[config.mk]
export PLATFORM = sky130hd
export DESIGN_NAME = pll_clock_and_stop_mode_control
export DESIGN_NICKNAME = d
export VERILOG_FILES = /design/src/core/pll_clock_pkg.sv /design/src/core/pll_clock_and_stop_mode_control.sv /design/src/core/pll_synth_rate.sv
export VERILOG_INCLUDE_DIRS = /design/src /design/src/core
export SDC_FILE = /design/constraint.sdc
export NUM_CORES = 1
export LEC_CHECK = 0
export BUFFER_PORTS_ARGS = -buffer_cell sky130_fd_sc_hd__buf_2
export CAP_MARGIN = 10
export CORE_AREA = 2 2 116 118
export DETAILED_ROUTE_END_ITERATION = 12
export DIE_AREA = 0 0 118 120
export GPL_TIMING_DRIVEN = 0
export PLACE_DENSITY = 0.63
export SLEW_MARGIN = 25
export SYNTH_ARGS = -nofsm -noshare
export SYNTH_HDL_FRONTEND = slang
export SYNTH_SLANG_ARGS = --single-unit
[constraint.sdc]
create_clock -name i_clock -period 3.9 [get_ports i_clock]
set_input_delay 0.39 -clock i_clock [delete_from_list [all_inputs] [get_ports i_clock]]
set_output_delay 0.39 -clock i_clock [all_outputs]
set_load 0.05 [all_outputs]
[src/core/pll_clock_consts.svh]
// Constants for the clock synthesizer and stop mode control block
// Assumes a 40 MHz reference on i_clock and a plain register port
// Notes on behaviour
// - The synthesizer keeps running in stop mode; only system reset halts it.
// - On stop entry the clock output pin is kept or gated by the stop select.
// - Setting the clock output disable bit turns the clock output pin off.
// - Out of reset the clock output pin toggles with no software action.
// - System rate is reference times 2(multiplier+2) over 2 to the divider.
// - Reset gives core at 1.5 times reference; multiplier code 1 means 6x.
// - Core stays at or below 166 MHz and internal bus at or below 83 MHz.
// - The core watchdog only raises a wakeup interrupt, never a reset.
`ifndef PLL_CLOCK_CONSTS_SVH
`define PLL_CLOCK_CONSTS_SVH

// Reference 40000 kHz, core limit 166000 kHz, bus limit 83000 kHz
`define PCK_REF_KHZ        20'h09C40
`define PCK_CORE_MAX_KHZ   20'h28870
`define PCK_BUS_MAX_KHZ    20'h14438
`define PCK_MUL_OFFSET     20'h00002
`define PCK_MUL_SCALE      20'h00002

// Register offsets
`define PCK_SYNTH_ADDR     8'h00
`define PCK_LOWPWR_ADDR    8'h04
`define PCK_IRQ_STAT_ADDR  8'h08
`define PCK_IRQ_CLR_ADDR   8'h0C
`define PCK_IRQ_EN_ADDR    8'h10
`define PCK_FREQ_ADDR      8'h14
`define PCK_STATE_ADDR     8'h18

// Field positions
`define PCK_MUL_MSB        2
`define PCK_MUL_LSB        0
`define PCK_DIV_MSB        5
`define PCK_DIV_LSB        3
`define PCK_OUT_OFF_BIT    6
`define PCK_STOP_SEL_BIT   3
`define PCK_WDOG_EN_BIT    4
`define PCK_EV_WDOG        0
`define PCK_EV_REJECT      1
`define PCK_EV_STOP        2
`define PCK_EV_MSB         2
`define PCK_RATE_MSB       19
`define PCK_STATE_STOP_BIT 0
`define PCK_STATE_RUN_BIT  1

// Reset values
`define PCK_MUL_RST        3'h1
`define PCK_DIV_RST        3'h2
`define PCK_EV_ZERO        3'h0
`define PCK_RST_CORE_KHZ   20'h0EA60

`endif

[src/core/pll_clock_pkg.sv]
// Types and rate arithmetic for the clock synthesizer block
// Assumes the constants header is on the include path
`include "pll_clock_consts.svh"
package pll_clock_pkg;
    typedef enum logic {
        RUN_ST  = 1'b0,
        STOP_ST = 1'b1
    } pwr_state_t;

    typedef logic [19:0] khz_t;

    // Synthesizer output before the divider
    function automatic khz_t vco_khz(input logic [2:0] mul_code);
        khz_t factor;
        factor = {17'h00000, mul_code} + `PCK_MUL_OFFSET;
        return khz_t'(`PCK_REF_KHZ * `PCK_MUL_SCALE * factor);
    endfunction

    function automatic khz_t core_khz(input logic [2:0] mul_code,
                                      input logic [2:0] div_code);
        return vco_khz(mul_code) >> div_code;
    endfunction
endpackage

[src/core/pll_clock_and_stop_mode_control.sv]
// Clock synthesizer control, clock output gating and stop mode
// Assumes core strobes and events arrive on i_clock, one cycle long
`timescale 1ns/100ps
`include "pll_clock_consts.svh"
module pll_clock_and_stop_mode_control (
    input  wire logic        i_clock,
    input  wire logic        i_sys_rst,
    input  wire logic [7:0]  i_addr,
    input  wire logic [31:0] i_wr_data,
    input  wire logic        i_wr_stb,
    input  wire logic        i_rd_stb,
    input  wire logic        i_stop_request,
    input  wire logic        i_watchdog_timeout,
    input  wire logic        i_wake_event,
    output logic [31:0]      o_rd_data,
    output logic             o_external_clock_output,
    output logic             o_pll_running,
    output logic             o_stop_mode,
    output logic [19:0]      o_core_khz,
    output logic [19:0]      o_bus_khz,
    output logic             o_irq
);
    logic [2:0]                 multiplier_factor_r;
    logic [2:0]                 reduced_frequency_divider_r;
    logic                       clock_output_disable_r;
    logic                       stop_clock_output_select_r;
    logic                       wdog_enable_r;
    logic [2:0]                 irq_stat_r;
    logic [2:0]                 irq_stat_nxt;
    logic [2:0]                 irq_en_r;
    logic [2:0]                 irq_set;
    logic [2:0]                 irq_clr;
    pll_clock_pkg::pwr_state_t  state_r;
    pll_clock_pkg::pwr_state_t  state_nxt;
    logic                       ext_clk_r;
    logic                       ext_clk_en;
    logic                       pll_run_r;
    logic [19:0]                core_khz_r;
    logic [19:0]                bus_khz_r;
    logic [31:0]                rd_data_r;
    logic [31:0]                rd_val;
    logic                       irq_r;
    logic                       synth_wr;
    logic                       lowpwr_wr;
    logic                       wake;
    logic                       wdog_ev;
    logic [19:0]                new_vco;
    logic [19:0]                new_core;
    logic [19:0]                new_bus;
    logic                       new_ok;

    assign o_rd_data               = rd_data_r;
    assign o_external_clock_output = ext_clk_r;
    assign o_pll_running           = pll_run_r;
    assign o_stop_mode             = state_r;
    assign o_core_khz              = core_khz_r;
    assign o_bus_khz               = bus_khz_r;
    assign o_irq                   = irq_r;

    assign synth_wr  = i_wr_stb && (i_addr == `PCK_SYNTH_ADDR);
    assign lowpwr_wr = i_wr_stb && (i_addr == `PCK_LOWPWR_ADDR);

    // Rate of the proposed synthesizer setting
    pll_synth_rate u_rate (
        .i_multiplier_factor         (i_wr_data[`PCK_MUL_MSB:`PCK_MUL_LSB]),
        .i_reduced_frequency_divider (i_wr_data[`PCK_DIV_MSB:`PCK_DIV_LSB]),
        .o_vco_khz                   (new_vco),
        .o_core_khz                  (new_core),
        .o_bus_khz                   (new_bus),
        .o_within_limits             (new_ok)
    );

    // out of range settings are refused
    always_ff @(posedge i_clock) begin
        if (i_sys_rst) begin
            multiplier_factor_r         <= `PCK_MUL_RST;
            reduced_frequency_divider_r <= `PCK_DIV_RST;
        end else if (synth_wr && new_ok) begin
            multiplier_factor_r <= i_wr_data[`PCK_MUL_MSB:`PCK_MUL_LSB];
            reduced_frequency_divider_r <=
                i_wr_data[`PCK_DIV_MSB:`PCK_DIV_LSB];
        end
    end

    always_ff @(posedge i_clock) begin
        if (i_sys_rst) begin
            clock_output_disable_r <= 1'b0;
        end else if (synth_wr) begin
            clock_output_disable_r <= i_wr_data[`PCK_OUT_OFF_BIT];
        end
    end

    // reserved low bits are not stored
    always_ff @(posedge i_clock) begin
        if (i_sys_rst) begin
            stop_clock_output_select_r <= 1'b0;
            wdog_enable_r              <= 1'b0;
        end else if (lowpwr_wr) begin
            stop_clock_output_select_r <= i_wr_data[`PCK_STOP_SEL_BIT];
            wdog_enable_r              <= i_wr_data[`PCK_WDOG_EN_BIT];
        end
    end

    always_ff @(posedge i_clock) begin
        if (i_sys_rst) begin
            core_khz_r <= pll_clock_pkg::core_khz(`PCK_MUL_RST,
                                                  `PCK_DIV_RST);
            bus_khz_r  <= pll_clock_pkg::core_khz(`PCK_MUL_RST,
                                                  `PCK_DIV_RST) >> 1;
        end else if (synth_wr && new_ok) begin
            core_khz_r <= new_core;
            bus_khz_r  <= new_bus;
        end
    end

    always_ff @(posedge i_clock) begin
        if (i_sys_rst) begin
            pll_run_r <= 1'b0;
        end else begin
            pll_run_r <= 1'b1;
        end
    end

    // enabled watchdog wakes directly, whatever its interrupt enable
    assign wdog_ev = i_watchdog_timeout && wdog_enable_r;
    assign wake    = wdog_ev || i_wake_event;

    always_comb begin
        state_nxt = state_r;
        unique case (state_r)
            pll_clock_pkg::RUN_ST: begin
                if (i_stop_request) begin
                    state_nxt = pll_clock_pkg::STOP_ST;
                end
            end
            pll_clock_pkg::STOP_ST: begin
                if (wake) begin
                    state_nxt = pll_clock_pkg::RUN_ST;
                end
            end
        endcase
    end

    always_ff @(posedge i_clock) begin
        if (i_sys_rst) begin
            state_r <= pll_clock_pkg::RUN_ST;
        end else begin
            state_r <= state_nxt;
        end
    end

    // stop select gates the clock output in stop mode only
    // disable bit gates the clock output
    assign ext_clk_en = !clock_output_disable_r
                        && !((state_r == pll_clock_pkg::STOP_ST)
                             && stop_clock_output_select_r);

    always_ff @(posedge i_clock) begin
        if (i_sys_rst) begin
            ext_clk_r <= 1'b0;
        end else if (ext_clk_en) begin
            ext_clk_r <= !ext_clk_r;
        end else begin
            ext_clk_r <= 1'b0;
        end
    end

    // Events, set wins over clear
    always_comb begin
        irq_set = `PCK_EV_ZERO;
        irq_set[`PCK_EV_WDOG]   = wdog_ev;
        irq_set[`PCK_EV_REJECT] = synth_wr && !new_ok;
        irq_set[`PCK_EV_STOP]   = (state_r == pll_clock_pkg::RUN_ST)
                                  && i_stop_request;
        irq_clr = `PCK_EV_ZERO;
        if (i_wr_stb && (i_addr == `PCK_IRQ_CLR_ADDR)) begin
            irq_clr = i_wr_data[`PCK_EV_MSB:0];
        end
        irq_stat_nxt = (irq_stat_r & ~irq_clr) | irq_set;
    end

    always_ff @(posedge i_clock) begin
        if (i_sys_rst) begin
            irq_stat_r <= `PCK_EV_ZERO;
        end else begin
            irq_stat_r <= irq_stat_nxt;
        end
    end

    always_ff @(posedge i_clock) begin
        if (i_sys_rst) begin
            irq_en_r <= `PCK_EV_ZERO;
        end else if (i_wr_stb && (i_addr == `PCK_IRQ_EN_ADDR)) begin
            irq_en_r <= i_wr_data[`PCK_EV_MSB:0];
        end
    end

    always_ff @(posedge i_clock) begin
        if (i_sys_rst) begin
            irq_r <= 1'b0;
        end else begin
            irq_r <= |(irq_stat_nxt & irq_en_r);
        end
    end

    // Read mux, unmapped reads give zero
    always_comb begin
        rd_val = 32'h00000000;
        unique case (i_addr)
            `PCK_SYNTH_ADDR: begin
                rd_val[`PCK_MUL_MSB:`PCK_MUL_LSB] = multiplier_factor_r;
                rd_val[`PCK_DIV_MSB:`PCK_DIV_LSB] =
                    reduced_frequency_divider_r;
                rd_val[`PCK_OUT_OFF_BIT] = clock_output_disable_r;
            end
            `PCK_LOWPWR_ADDR: begin
                rd_val[`PCK_STOP_SEL_BIT] = stop_clock_output_select_r;
                rd_val[`PCK_WDOG_EN_BIT]  = wdog_enable_r;
            end
            `PCK_IRQ_STAT_ADDR: rd_val[`PCK_EV_MSB:0] = irq_stat_r;
            `PCK_IRQ_EN_ADDR:   rd_val[`PCK_EV_MSB:0] = irq_en_r;
            `PCK_FREQ_ADDR:     rd_val[`PCK_RATE_MSB:0] = core_khz_r;
            `PCK_STATE_ADDR: begin
                rd_val[`PCK_STATE_STOP_BIT] = state_r;
                rd_val[`PCK_STATE_RUN_BIT]  = pll_run_r;
            end
            default: rd_val = 32'h00000000;
        endcase
    end

    always_ff @(posedge i_clock) begin
        if (i_sys_rst) begin
            rd_data_r <= 32'h00000000;
        end else if (i_rd_stb) begin
            rd_data_r <= rd_val;
        end else begin
            rd_data_r <= 32'h00000000;
        end
    end
endmodule

[src/core/pll_synth_rate.sv]
// Rate model of the frequency synthesizer for one field setting
// Assumes the fields come from the register port, same clock
`timescale 1ns/100ps
`include "pll_clock_consts.svh"
module pll_synth_rate (
    input  wire logic [2:0]          i_multiplier_factor,
    input  wire logic [2:0]          i_reduced_frequency_divider,
    output logic [19:0]              o_vco_khz,
    output logic [19:0]              o_core_khz,
    output logic [19:0]              o_bus_khz,
    output logic                     o_within_limits
);
    always_comb begin
        o_vco_khz  = pll_clock_pkg::vco_khz(i_multiplier_factor);
        o_core_khz = pll_clock_pkg::core_khz(i_multiplier_factor,
                                             i_reduced_frequency_divider);
    end

    always_comb begin
        o_bus_khz = o_core_khz >> 1;
    end

    always_comb begin
        o_within_limits = (o_vco_khz <= `PCK_CORE_MAX_KHZ)
                          && (o_core_khz <= `PCK_CORE_MAX_KHZ)
                          && (o_bus_khz <= `PCK_BUS_MAX_KHZ);
    end
endmodule

==> results of run 1 <==
worst paths after layout:
kind / slack [ps] / end
max: 140 / o_core_khz[17]
min: 340 / clock_output_disable_r
max reg2reg: 2730 / o_rd_data[3]
min reg2reg: 450 / o_external_clock_output
power by group through the flow:
stage	registers, mW	logic [mW]	clock network, mW
after floorplan	0.629	0.267	0
after global placement	0.622	0.355	0
after detailed placement	0.622	0.361	0
after CTS	0.610	0.384	0.721
after global routing	0.609	0.436	0.756
final	0.610	0.402	0.713
worst register-to-register path, cell delays in order (launching register included):
cell and delay, ps:
dfxtp_1 380, a22o_1 150, a22oi_1 70, a2111oi_0 430
cell families after synthesis:
| group | Yosys count |
|---|---|
| AOI/OAI and AO/OA | 91 |
| xor gates and xnor gates | 4 |
| adders and majority gates | 18 |
| buffers and inverters | 71 |
| DFF | 59 |
| muxes | 40 |
| other | 1 |
| and+or+nand+nor | 145 |
metrics by stage:
stage	worst slack, ps	total power, mW	util
after floorplan	-63.3	0.896	-
after global placement	-689	0.977	0.348
after detailed placement	-769	0.982	0.348
after CTS	40.0	1.72	0.382
after global routing	3.67	1.80	0.386
final	137	1.72	0.386
flip-flops by register name, summed over array words and instances (netlist names), 3 cells and up:
name,count
o_core_khz,20
o_rd_data,20
irq_en_r,3
irq_stat_r,3
multiplier_factor_r,3
reduced_frequency_divider_r,3
layout by cell type (no fill, tap or decap), types with 6 or more instances in the layout:
cell and n:
mux2_4 7, inv_1 7, ha_1 15, a41o_1 6
o21ai_0 6, conb_1 13, nand3_1 9, clkbuf_1 19
dfxtp_1 59, clkbuf_16 9, a211oi_1 7, buf_4 44
a21oi_1 21, nor2_1 43, mux2i_1 23, and2_1 15
nor2b_1 12, nand2_1 28, mux2_2 6, buf_2 83
area by class of cell:
| type | count | area (um^2) | area share |
|---|---|---|---|
| Clock buffer | 14 | 264 | 0.0527 |
| Sequential cell | 59 | 1180 | 0.236 |
| Tap cell | 176 | 220 | 0.0440 |
| Inverter | 10 | 52.6 | 0.0105 |
| Multi-Input combinational cell | 312 | 2360 | 0.471 |
| Buffer | 60 | 385 | 0.0770 |
| Timing Repair Buffer | 92 | 534 | 0.107 |
| Clock inverter | 2 | 10.0 | 0.00200 |
layer usage:
| layer | vias up | global-route usage |
|---|---|---|
| li1 | 1723 | - |
| met1 | 1673 | 0.190 |
| met2 | 126 | 0.251 |
| met3 | 21 | 0.0337 |
| met4 | 2 | 0.0700 |
| met5 | - | 0 |
timing repair:
action / in CTS / in global routing
pin swaps: 10 / 5
buffers inserted: 12 / 0
setup endpoints to repair: 28 / 28
cloned: 2 / 0
resized for setup: 14 / 9
==> flow_summary.ini, run 1 <==
[cells_and_area]
layout.cells.non_filler = 725
final_area_mm2 = 0.00501
nFillCells = 1311
number_of_diodes_added_for_antenna_fixing = 0
syn2layout_area_growth_pct = 32.2
finish.net_count = 609
layout-drive-gt1-share = 0.350

[pwr]
pwr-share-seq = 0.354
clock_power_share = 0.413
switching_share = 0.290
max_vdd_drop_mv = 0.158
power_per_cell_area_mw_per_mm2 = 344
combPwrFrac = 0.233
total_switching_power_mw = 0.500
intPower_mw = 1.22
leakage_nw = 2.21

[sta]
setup_tns_ps = 0
post-route-period-util = 0.965
timing.clock.skew_ps = 4.94
fmax_ghz = 0.266
report.final.setup_viol = 0
minimum_clock_period_ps = 3760
finalHoldViolations = 0
worst_pin_slew_ps = 891
drv_slew = 0
slew-limit-headroom = 0.401
worst_hold_slack_ps = 339
rsz0062_at_grt = no

[placement]
place.detailed.hpwl_um = 7990
post_detailed_placement_cell_area_mm2 = 0.00452
dpl.cell_count = 696
gpl.final_weighted_congestion = 0.910
port_buffers = 79

[yosys]
yosys.area.top_type_share = 0.312
synth.cells.most_frequent = dfxtp_1, nor2_1, buf_4
synth.yosys.seq_area_share = 0.312
synth-edff-count = 0
yosys.area_share.adder = 0.0614
most_instantiated_library_cell_after_synthesis = dfxtp_1
post_synth_xor_area_fraction = 0.00925
asyncSetResetFlopFracSynth = 0
post_synth_instance_area_mm2 = 0.00379
synth.largest_area_cell = dfxtp_1
postSynth.topFlopCell = dfxtp_1
muxShareOfSynthArea = 0.120
synthesized_area_fraction_occupied_by_and_or_nand_nor_cells = 0.200
yosys_warnings = 0
area_contributors_post_synth = dfxtp_1, buf_4, mux2i_1
ys_types = 71
synth-seq-cells = 59
post_synthesis_compound_gate_area_fraction = 0.185
postSynthCellCount = 429
synthesis.area_per_instance_um2 = 8.83
synth_top_family_by_area = simple AND/OR/NAND/NOR gates

[clocking]
h-tree-depth = 3
clock_tree.buffer_depth = 2
tritoncts_num_sinks = 59
postCtsHoldBufs = 0
cts_root_buffer = clkbuf_16
clk_transition_reported_paths_ps = 50
clkLatencyLatePin_ps = 330
clock_tree_from_tritoncts = yes
cts_inserted_buffers = 9

[die]
die_x_um = 118
pin_count = 123
fp.dieArea_mm2 = 0.0142
core_mm2 = 0.0130
rows = 42
die_height_um = 120
initial_core_util = 0.292

[detailed_routing]
vias = 3545
route.detailed.wl_per_inst_um = 14.8
routed.top_layer = met5
drtAntennaViolNets = 0
detail_route.wirelength.met1_um = 4780
met3WireLength_um = 578
wl_um = 10700
drt-vias-per-instance = 4.89
count_of_tritonroute_iterations_in_the_first_routing_pass = 5
wl_met2_um = 5080
drcViolationCount = 0
detail_route.iter0.violations = 330

[worst_hold_path]
hold_path_startpoint = i_wr_data[6]
timing.hold.worst.class = primary input to register
hold-path-cell-count = 3

[setup_path]
worst-r2r-cell-count = 3
end_kind = register
critical_path_peak_fanout = 9
cp_data_required_time_ps = 4110
critical_path.startpoint = i_wr_data[1]
path_delay_family = adder cells
crit_chain = buf_12 -> inv_12 -> ha_4 -> xnor2_1 -> ha_1 -> ha_2 -> fa_2 -> mux4_2 -> a21oi_2 -> o311ai_1 -> or3_1 -> a2111o_1 -> buf_6 -> nand2_8 -> mux2_4
worstSetupPathType = primary input to register
timing.critical_path.slowest_stage_cell = mux4_2
slowest_delay_ps = 520
arrival_ps = 3970
path_depth = 15
worst_setup_path_start_kind = primary input
worst_r2r_startpoint = o_core_khz[3]
number_of_buffer_and_inverter_instances_along_the_worst_setup_path = 3

[flow_run]
drv.max_cap_violation_count = 0

[global_route]
vias_in_the_first_global_route = 3445
grt_pass1_wl_um = 17500
grt_start_max_net_pins = 11
groute.usage.overall = 0.153
grt_antenna_before_repair = 1
globalRouteOverflowTotal = 0

[run_status]
outcome = finished, final reports clean
Power figures use the tool's default switching activity.
==> inputs of run 2 (changes only) <==
--- a/config.mk
+++ b/config.mk
@@ -9,10 +9,11 @@
 export BUFFER_PORTS_ARGS = -buffer_cell sky130_fd_sc_hd__buf_2
 export CAP_MARGIN = 10
 export CORE_AREA = 2 2 116 118
+export CTS_CLUSTER_SIZE = 30
 export DETAILED_ROUTE_END_ITERATION = 12
 export DIE_AREA = 0 0 118 120
 export GPL_TIMING_DRIVEN = 0
-export PLACE_DENSITY = 0.63
+export PLACE_DENSITY = 0.61
 export SLEW_MARGIN = 25
 export SYNTH_ARGS = -nofsm -noshare
 export SYNTH_HDL_FRONTEND = slang
==> constraint.sdc (replaced) <==
create_clock -name i_clock -period 4.8 [get_ports i_clock]
set_input_delay 0.48 -clock i_clock [delete_from_list [all_inputs] [get_ports i_clock]]
set_output_delay 0.48 -clock i_clock [all_outputs]
set_load 0.05 [all_outputs]
==> run 2 against run 1 <==
Against the previous run:
- highest routed layer is now met4
- die area is the same
- critical path type unchanged
- design area shrank 4.6%
- sequential cell count is the same
- via count shrank 4.3%
- largest cell class unchanged
==> flow_summary.ini, run 2 (synthesized netlist as in run 1, its figures left out) <==
[worst_hold_path]
hold-path-cell-count = 3
min_to = clock_output_disable_r
hold_path_startpoint = i_wr_data[6]
timing.hold.worst.class = primary input to register

[clocking]
cts_inserted_buffers = 9
tritoncts_num_sinks = 59
clock_tree_from_tritoncts = yes
clk_transition_reported_paths_ps = 50
h-tree-depth = 3
clock_tree.buffer_depth = 2
postCtsHoldBufs = 0
post_cts.repair.setup_buffers = 0
cts_resized = 0
clkLatencyLatePin_ps = 320
cts_root_buffer = clkbuf_16

[detailed_routing]
drtAntennaViolNets = 0
detail_route.iter0.violations = 276
route.detailed.wl_per_inst_um = 14.4
vias = 3394
drcViolationCount = 0
wl_um = 10200
count_of_tritonroute_iterations_in_the_first_routing_pass = 4
drt-vias-per-instance = 4.77

[cells_and_area]
final_common_cell = buf_2
syn2layout_area_growth_pct = 26.0
finish.net_count = 596
final_area_mm2 = 0.00477
layout-drive-gt1-share = 0.300
mostFrequentLayoutCells = buf_2, dfxtp_1, nor2_1, buf_4, nand2_1
layout.cells.non_filler = 712
utilization = 0.368
number_of_diodes_added_for_antenna_fixing = 0

[die]
core_mm2 = 0.0130
pin_count = 123
die_height_um = 120
die_x_um = 118
fp.dieArea_mm2 = 0.0142
rows = 42
initial_core_util = 0.292

[pwr]
max_vdd_drop_mv = 0.208
p_total_mw = 1.44
power_per_cell_area_mw_per_mm2 = 302
leakage_nw = 2.13

[global_route]
grt_start_max_net_pins = 11
groute.usage.overall = 0.145
vias_in_the_first_global_route = 3235
globalRouteOverflowTotal = 0
grt_antenna_before_repair = 0
grt_pass1_wl_um = 16500

[placement]
setup_slack_placement_ps = -194
place.detailed.hpwl_um = 7960
port_buffers = 79
gpl.final_weighted_congestion = 0.887
dpl.cell_count = 696
post_detailed_placement_cell_area_mm2 = 0.00445

[sta]
slew-limit-headroom = 0.511
finalHoldViolations = 0
worst_hold_slack_ps = 427
drv_slew = 0
minimum_clock_period_ps = 4520
setup_tns_ps = 0
post-route-period-util = 0.941
fmax_ghz = 0.221
timing.clock.skew_ps = 4.70
setup_ws_ps = 285
report.final.setup_viol = 0
worst_pin_slew_ps = 727
rsz0062_at_grt = no

[setup_path]
crit_chain = buf_2 -> inv_2 -> ha_1 -> buf_2 -> xnor2_1 -> ha_1 -> ha_1 -> fa_2 -> mux4_2 -> a2bb2oi_2 -> o311ai_1 -> or3_1 -> a2111o_1 -> buf_6 -> nand2_8 -> buf_8 -> mux2i_1
worst_reg2reg_setup_slack_ps = 3600
slowest_delay_ps = 540
cp_data_required_time_ps = 5050
arrival_ps = 4770
end_kind = register
critical_path_peak_fanout = 10
worstSetupPathType = primary input to register
crit_path_frequent_cell = ha_1
worst-r2r-cell-count = 4
timing.critical_path.slowest_stage_cell = mux4_2
crit-reg2reg-capture = o_irq
worst_r2r_startpoint = o_stop_mode
worst_setup_path_start_kind = primary input

[flow_run]
drv.max_cap_violation_count = 0

[run_status]
outcome = finished, final reports clean
[run 2: changes by cell type in the layout (fill, tap and decap cells not counted), sizes merged]
cell / change
buf: -12
clkinv: -2
bufinv: +1
clkbuf: +1
nand2: -1
[run 2: layer usage]
| layer | vias to the layer above | GRT usage | part of all wire |
|---|---|---|---|
| met1 | 1588 | 0.178 | 0.45 |
| met4 | 0 | 0.0489 | 0.015 |
| met2 | 99 | 0.251 | 0.49 |
| li1 | 1698 | - | - |
| met3 | 9 | 0.0337 | 0.048 |
| met5 | - | 0 | 0 |
[run 2: final cells by class]
type / count / area (um^2)
Tap cell: 176 / 220
Multi-Input combinational cell: 311 / 2250
Clock buffer: 15 / 278
Timing Repair Buffer: 79 / 395
Buffer: 61 / 384
Sequential cell: 59 / 1180
Clock inverter: 1 / 30.0
Inverter: 10 / 37.5
Fill cell: 1346 / 8210
[run 2: worst max-delay path by stage]
stage,startpoint,end,slack [ps],cells past startpoint
2_1_floorplan,i_wr_data[1],o_core_khz[17],470,15
3_3_place_gp,i_wr_data[1],o_core_khz[17],-200,16
3_5_place_dp,i_wr_data[1],o_core_khz[2],-190,16
4_1_cts,i_wr_data[1],o_core_khz[15],150,17
5_1_grt,i_wr_data[1],o_core_khz[15],40,17
6_report,i_wr_data[1],o_core_khz[15],280,17
[run 2: worst max-delay path, delay by kind of cell]
kind / cells / cell delay, ps
buffers and inverters: 5 / 870
AND/OR/NAND/NOR: 2 / 490
multiplexers: 2 / 750
XOR/XNOR: 1 / 150
adder cells (fa/ha/maj): 4 / 1260
AO/OA/AOI/OAI: 3 / 730
[run 2: power by group]
group          leakage (nW)  switching (mW)  internal [mW]
Combinational          1.50           0.188          0.108
Clock                 0.150           0.207          0.444
Sequential            0.477         0.00214          0.493
